**config.mk**
```make
export PLATFORM = sky130hd
export DESIGN_NAME = bus_arbiter
export DESIGN_NICKNAME = d
export VERILOG_FILES = /design/src/rtl/arb_pkg.sv /design/src/rtl/pin_sync.sv /design/src/rtl/bus_arbiter.sv
export VERILOG_INCLUDE_DIRS = /design/src /design/src/rtl
export SDC_FILE = /design/constraint.sdc
export NUM_CORES = 1
export LEC_CHECK = 0
export BUFFER_PORTS_ARGS = -buffer_cell sky130_fd_sc_hd__buf_2
export CAP_MARGIN = 40
export CORE_AREA = 2 2 39 41
export DETAILED_ROUTE_END_ITERATION = 12
export DIE_AREA = 0 0 41 43
export SYNTH_ARGS = -nofsm -noshare
export SYNTH_HDL_FRONTEND = slang
export SYNTH_HIERARCHICAL = 1
export SYNTH_SLANG_ARGS = --single-unit
```
**constraint.sdc**
```tcl
create_clock -name ref_clk -period 1.7 [get_ports ref_clk]
set_clock_uncertainty 0.1 [all_clocks]
set_input_delay 0.085 -clock ref_clk [delete_from_list [all_inputs] [get_ports ref_clk]]
set_output_delay 0.085 -clock ref_clk [all_outputs]
set_load 0.02 [all_outputs]
```
**src/rtl/arb_regs.svh**
```systemverilog
// Constants of the external bus arbitration logic.
`ifndef ARB_REGS_SVH
`define ARB_REGS_SVH
`define ARB_SYNC_STAGES 2
`define ARB_GRANT_BIT 0
`define ARB_LOCK_BIT 1
`define ARB_PIN_COUNT 2
`endif

```
**src/rtl/arb_pkg.sv**
```systemverilog
// Types of the external bus arbitration logic.
package arb_pkg;
  typedef enum logic [1:0] {
    st_reset,
    st_ext_own,
    st_implicit_own,
    st_explicit_own
  } arb_state_e;

  typedef struct packed {
    logic bus_request_out;
    logic bus_driven_out_n;
    logic drive_bus;
    logic start_allowed;
  } arb_out_s;
endpackage

```
**src/rtl/pin_sync.sv**
```systemverilog
// Two flip-flop synchroniser for one level from outside the clock domain.
module pin_sync (
  input wire logic ref_clk,
  input wire logic reset_n,
  input wire logic reset_value,
  input wire logic d,
  output logic q
);
  logic meta;
  logic next_meta;
  logic next_q;

  always_comb begin
    next_meta = d;
    next_q = meta;
  end

  // Reset loads 1 into both stages; reset_value is tied at instantiation but not used.
  always_ff @(posedge ref_clk or negedge reset_n) begin
    if (!reset_n) begin
      meta <= 1'b1;
      q <= 1'b1;
    end else begin
      meta <= next_meta;
      q <= next_q;
    end
  end

  logic unused_reset_value;
  assign unused_reset_value = reset_value;
endmodule

```
**src/rtl/bus_arbiter.sv**
```systemverilog
// External bus ownership state machine for two-wire and multi-master arbitration.
// How it works
// Only one master owns the bus.
// Two-wire mode uses grant and bus-driven only.
// Multi-master mode also uses the bus request.
// State changes only on rising clock edge; reset_n low loads st_reset at once, without a clock edge.
// Grant tied low means always granted.
// Grant and bus-driven pins are active low.
// Lock bit set keeps the bus after ungrant.
// Idle external master drives grant low.
// External master raises grant to reclaim bus.
// Pending request with grant low drives bus-driven.
// Ungrant mid-cycle releases only at cycle end.
// Burst transfers count as one cycle.
// Granted request: bus-driven, start, hold to end.
// Ungranted at cycle end, unlocked: drop bus-driven.
// Granted explicit owner keeps driving the bus.
// Granted, idle, unlocked: implicit owner, no drive.
// Request or lock moves implicit to explicit.
// Request-caused ownership starts transfer at once.
// Lock-caused ownership drives bus, withholds start.
// Transfer may start the cycle after grant.
// External master stops driving before granting.
// Reset holds bus-driven negated, bus undriven.
`include "arb_regs.svh"
module bus_arbiter
  import arb_pkg::*;
(
  input wire logic ref_clk,
  input wire logic reset_n,
  input wire logic watchdog_reset,
  input wire logic grant_in_n,
  input wire logic bus_lock_bit,
  input wire logic internal_request,
  input wire logic cycle_active,
  input wire logic cycle_end,
  output logic bus_driven_out_n,
  output logic bus_request_out,
  output logic bus_drive_oe,
  output logic transfer_start_ok,
  output arb_state_e arb_state
);
  logic grant_sync_n;
  arb_state_e state;
  arb_state_e next_state;
  arb_out_s outs;
  logic granted;
  logic in_cycle;
  logic next_in_cycle;

  // Grant comes from another master's logic, so it is synchronised first.
  pin_sync grant_sync (
    .ref_clk(ref_clk),
    .reset_n(reset_n),
    .reset_value(1'b1),
    .d(grant_in_n),
    .q(grant_sync_n)
  );

  assign granted = !grant_sync_n;

  // A burst or burst-inhibited access is reported by the core as one long
  // cycle: cycle_active stays high across all of its transfers.
  always_comb begin
    next_in_cycle = in_cycle;
    if (cycle_end) begin
      next_in_cycle = 1'b0;
    end else if (cycle_active) begin
      next_in_cycle = 1'b1;
    end
  end

  always_comb begin
    next_state = state;
    unique case (state)
      st_reset: begin
        if (watchdog_reset) begin
          next_state = st_reset;
        end else if (granted) begin
          next_state = st_implicit_own;
        end else begin
          next_state = st_ext_own;
        end
      end
      st_implicit_own, st_ext_own: begin
        if (!granted) begin
          next_state = st_ext_own;
        end else if (bus_lock_bit || internal_request) begin
          next_state = st_explicit_own;
        end else begin
          next_state = st_implicit_own;
        end
      end
      st_explicit_own: begin
        if (granted) begin
          next_state = st_explicit_own;
        end else if (bus_lock_bit) begin
          next_state = st_explicit_own;
        end else if ((cycle_active || in_cycle) && !cycle_end) begin
          next_state = st_explicit_own;
        end else begin
          next_state = st_ext_own;
        end
      end
    endcase
    if (watchdog_reset) begin
      next_state = st_reset;
    end
  end

  always_ff @(posedge ref_clk or negedge reset_n) begin
    if (!reset_n) begin
      state <= st_reset;
      in_cycle <= 1'b0;
    end else begin
      state <= next_state;
      in_cycle <= next_in_cycle;
    end
  end

  // Bus-driven follows the explicit state only, so the device never drives
  // while the external master owns or while reset holds it.
  always_comb begin
    outs.bus_driven_out_n = !(state == st_explicit_own);
    outs.drive_bus = (state == st_explicit_own);
    outs.start_allowed = (state == st_explicit_own) && internal_request;
    outs.bus_request_out = internal_request && (state != st_explicit_own)
      && (state != st_reset);
  end

  assign bus_driven_out_n = outs.bus_driven_out_n;
  assign bus_drive_oe = outs.drive_bus;
  assign transfer_start_ok = outs.start_allowed;
  assign bus_request_out = outs.bus_request_out;
  assign arb_state = state;
endmodule

```
==> impl_metrics.toml, run 1 <==
[hold_path]
min_from = "cycle_end"
hold_path_depth = 3
hold_path_class = "input pin to flop"

[clocking]
cts_buffers = 3
cts_tree = "yes"
cts_buffer_depth = 2
cts.clk_slew.worst_paths_ps = 50
cts_root_buffer = "clkbuf_4"
h-tree-depth = 1
insertion_delay_ps = 240
clock-sinks = 5
cts_resized = 0
post_cts_buffers = 0
holdBufCountCts = 4

[yosys]
yosys_warnings = 6
synth_cells = 21
syn_area_um2 = 249
syn-num-nets = 31
synth.avg_cell_area_um2 = 11.9

[critical_path]
crit_path_start = "arb_state[0]"
path_depth = 3
path_class = "flop to output port"
cp_slowest_stage_delay_ps = 380
start_kind = "flop"
cp_max_fo = 5
crit_path_end_kind = "output port"
cp_num_buf_inv = 1
r2r_cells = 4
crit_chain = "ha_1, nor3b_1, buf_2"
crit_slowest_cell = "dfrtp_1"
reg2reg_from = "arb_state[0]"
critPathTopFamily = "flip-flops"
required_ps = 1510
cp.arrival_ps = 1300

[global_route]
overflow = 0
antenna_found_initial = 0
use_met1 = 0.0752
grt_pass1_wl_um = 834
grt_usage = 0.0737
use_met3 = 0.0471
first_global_vias = 211
use_met2 = 0.109
grt_start_max_net_pins = 7
grt_busiest_layer = "met2"

[finish]
drive_gt1_frac = 0.476
diodes = 0
num-nets-final = 53
stdcell_area_um2 = 400
syn_to_final_growth_pct = 60.8

[placed_design]
io_buffers = 13
globalplace.congestion = 0.703
dpl.hpwl_um = 387
placed_cell_area_um2 = 334

[floorplan]
die-area_um2 = 1760
die_w_um = 41
rows = 14
core_region_area_um2 = 1380
ios = 14
start_util = 0.180
die_y_um = 43

[timing]
fmax_mhz = 675
fin_tns_setup_ps = 0
period_minus_slack_ps = 1480
finalHoldViolCount = 0
worstMarginPinSlew_ps = 251
final_max_slew_viol_count = 0
slew_headroom = 0.833
fin_hold_ws_ps = 16.1
finalSetupViolations = 0
rsz0062_at_grt = "false"
post-route-period-util = 0.871

[route]
via_per_inst = 3.81
drt_iter0_markers = 0
wl_per_cell_um = 9.10
route.vias.total = 221
drc = 0
drtAntennaViolNets = 0
routed_wl_um = 528
dr.pass1.iters = 1

[run]
cap_viol_max_count = 0

[status]
status = "complete, no violations"

[pwr]
ir_drop_mv = 0.419
p_per_area_nw_per_um2 = 922
leakage_nw = 0.206
[power by group]
part           internal (W)  switching [W]
combinational     0.0000437      0.0000480
sequential         0.000132     0.00000617
clock             0.0000889      0.0000509
total              0.000264       0.000105
[placed cells by master (no fill, tap or decap)]
| cell | n |
|---|---|
| nor3b_1 | 2 |
| a221oi_1 | 2 |
| o32ai_1 | 1 |
| nand2b_4 | 1 |
| dlygate4sd3_1 | 4 |
| dfstp_2 | 2 |
| clkbuf_4 | 3 |
| buf_2 | 13 |
| clkbuf_1 | 1 |
| and2_2 | 1 |
| inv_1 | 5 |
| ha_1 | 2 |
| dfrtp_1 | 3 |
| o21bai_1 | 2 |
[layout make-up]
cell class              instances  area, um2
clock buffers                   4       26.3
inverters                       5       18.8
fillers                       145        983
flip-flops and latches          5        128
repair buffers                 17        105
multi-input cells              11        103
well taps                      16       20.0
[layer usage]
metal,up-vias,part of all wire
met1,97,0.40
met5,-,0
met3,0,0.11
li1,113,-
met4,0,0
met2,11,0.48
[state kept, by name (all words and copies together) (netlist names)]
name,count
in_cycle,1
arb_state,2
grant_sync/meta,1
grant_sync/q,1
[path summary, 6_finish.rpt]
| kind | to | slack, ps |
|---|---|---|
| max in group asynchronous | grant_sync/meta | 1180 |
| min in group asynchronous | in_cycle | 100 |
| worst max register to register | arb_state[1] | 400 |
| worst min-delay path | in_cycle | 20 |
| worst min register to register | grant_sync/q | 250 |
| worst max-delay path | bus_request_out | 220 |
[per-stage QoR]
step | total power, W | std cells | utilization | setup slack, ps
detailed placement | 0.000226 | 50 | 0.241 | 392
finish | 0.000369 | 58 | 0.289 | 219
floorplan | 0.000195 | 21 | - | 118
global route | 0.000395 | 58 | 0.289 | 158
CTS | 0.000383 | 58 | 0.289 | 190
global placement | 0.000223 | 50 | 0.241 | 437
[tightest hold or removal path, delay by kind of cell]
family	cells	cell delay (ps)
buf+inv	2	120
compound gates	1	120
Power figures use the tool's default switching activity.
==> run 2, diff against run 1 <==
- CTS_BUF_LIST: default -> sky130_fd_sc_hd__clkbuf_2 sky130_fd_sc_hd__clkbuf_4 sky130_fd_sc_hd__clkbuf_8
- clock period: 1.7 -> 1.83 ns (I/O delays scaled with it)
==> run 2 against run 1 <==
  * The flow now finishes with violations (negative hold slack)
  * Setup slack gained 140 ps
  * Largest cell class unchanged
  * Final cell count shrank 1.7%
  * Cell area fell by 1.6%
  * Utilization is 0.45 points lower
  * Highest routed layer unchanged
  * Largest power group unchanged
  * Critical endpoint unchanged
  * Register-to-register slack gained 120 ps
  * Worst hold slack worse by 16 ps
  * First-iteration DRC count stayed put
  * Global-route usage is 0.79 points lower
==> impl_metrics.toml, run 2 (same netlist as run 1, synthesis figures left out) <==
[placed_design]
io_buffers = 13
dpl.hpwl_um = 392
dp.cells = 50
globalplace.congestion = 0.641

[route]
met2_length_um = 223
highest_layer = "met3"
route.met3.wl_um = 70
wl_per_cell_um = 8.33
route.vias.total = 231
drtAntennaViolNets = 0
wl_met1_um = 181
drc = 0
via_per_inst = 4.05
drt_iter0_markers = 0
routed_wl_um = 475
dr.pass1.iters = 1

[finish]
nFillCells = 148
final_cell_mix = "buf_2, inv_1, clkbuf_4, dfrtp_1, dlygate4sd3_1"
syn_to_final_growth_pct = 58.3
utilization = 0.285
largest_register_ff_count = 2
num-nets-final = 52
final_common_cell = "buf_2"
diodes = 0
finalNonFillerCells = 57
drive_gt1_frac = 0.512

[timing]
final_max_slew_viol_count = 0
finalHoldViolCount = 1
fin_hold_ws_ps = -0.122
slew_headroom = 0.826
finalSetupViolations = 0
rsz0062_at_grt = "false"
worstMarginPinSlew_ps = 260
post-route-period-util = 0.804
fin_tns_setup_ps = 0
period_minus_slack_ps = 1470
fmax_mhz = 680

[global_route]
grt_usage = 0.0658
overflow = 0
grt_start_max_net_pins = 7
grt_pass1_wl_um = 731
first_global_vias = 199
antenna_found_initial = 0

[critical_path]
start_kind = "flop"
crit_slowest_cell = "dfrtp_1"
cp_num_buf_inv = 1
required_ps = 1640
cp_max_fo = 5
critPathTopFamily = "flip-flops"
crit_chain = "ha_1, nor3b_1, buf_2"
path_class = "flop to output port"
cp_slowest_stage_delay_ps = 380
cp.arrival_ps = 1280
crit_path_end_kind = "output port"

[clocking]
cts_buffer_depth = 2
cts_root_buffer = "clkbuf_4"
cts_buffers = 3
insertion_delay_ps = 240
cts.clk_slew.worst_paths_ps = 40
h-tree-depth = 1
cts_tree = "yes"
clock-sinks = 5

[pwr]
ir_drop_mv = 0.357
p_per_area_nw_per_um2 = 892
leakage_nw = 0.205

[status]
status = "complete, but fails checks"
failed_checks = "negative hold slack"

[floorplan]
ios = 14
rows = 14
die-area_um2 = 1760
die_y_um = 43
start_util = 0.180
core_region_area_um2 = 1380
die_w_um = 41

[hold_path]
hold_path_class = "input pin to flop"

[run]
cap_viol_max_count = 0
[run 2: worst paths after layout]
check	end	startpoint	slack (ps)	cells after the start
worst max-delay path	bus_request_out	arb_state[0]	360	3
worst min-delay path	in_cycle	cycle_active	-0.1	3
worst max register to register	arb_state[1]	arb_state[0]	520	4
worst min register to register	grant_sync/q	grant_sync/meta	250	0
max in group asynchronous	grant_sync/q	reset_n	1330	2
min in group asynchronous	in_cycle	reset_n	90	2
[run 2: stage by stage]
step	cell area, um2	hold WS [ps]	total power (W)	worst slack, ps
floorplan	249	-304	0.000181	241
global placement	334	-192	0.000208	538
detailed placement	334	-190	0.000211	512
CTS	394	0.716	0.000361	341
global route	394	27.3	0.000378	269
finish	394	-0.122	0.000352	359
[run 2: layout make-up]
type | count | area, um2 | area share
Timing Repair Buffer | 16 | 95.1 | 0.241
Sequential cell | 5 | 128 | 0.324
Tap cell | 16 | 20.0 | 0.0508
Multi-Input combinational cell | 11 | 103 | 0.260
Clock buffer | 4 | 30.0 | 0.0762
Inverter | 5 | 18.8 | 0.0476
[run 2: where the power goes]
part	total (W)	internal (W)	switching, W	leakage (nW)
logic	0.0000842	0.0000395	0.0000447	0.127
registers	0.000128	0.000122	0.00000538	0.0597
clock network	0.000140	0.0000971	0.0000428	0.0184
[run 2: worst min-delay path: stages]
cell and delay, ps:
buf_2 70, o21bai_1 90, inv_1 50
[run 2: routing by layer]
metal  up-vias  global-route usage
met2        14              0.0969
met4         0              0.0200
met5         -                   0
met3         0              0.0628
li1        112                   -
met1       105              0.0627
[run 2: what timing repair did]
item,in CTS,in global routing
hold endpoints to repair,8,0
hold buffers,3,0
setup buffers,0,0
gates resized for setup,0,0
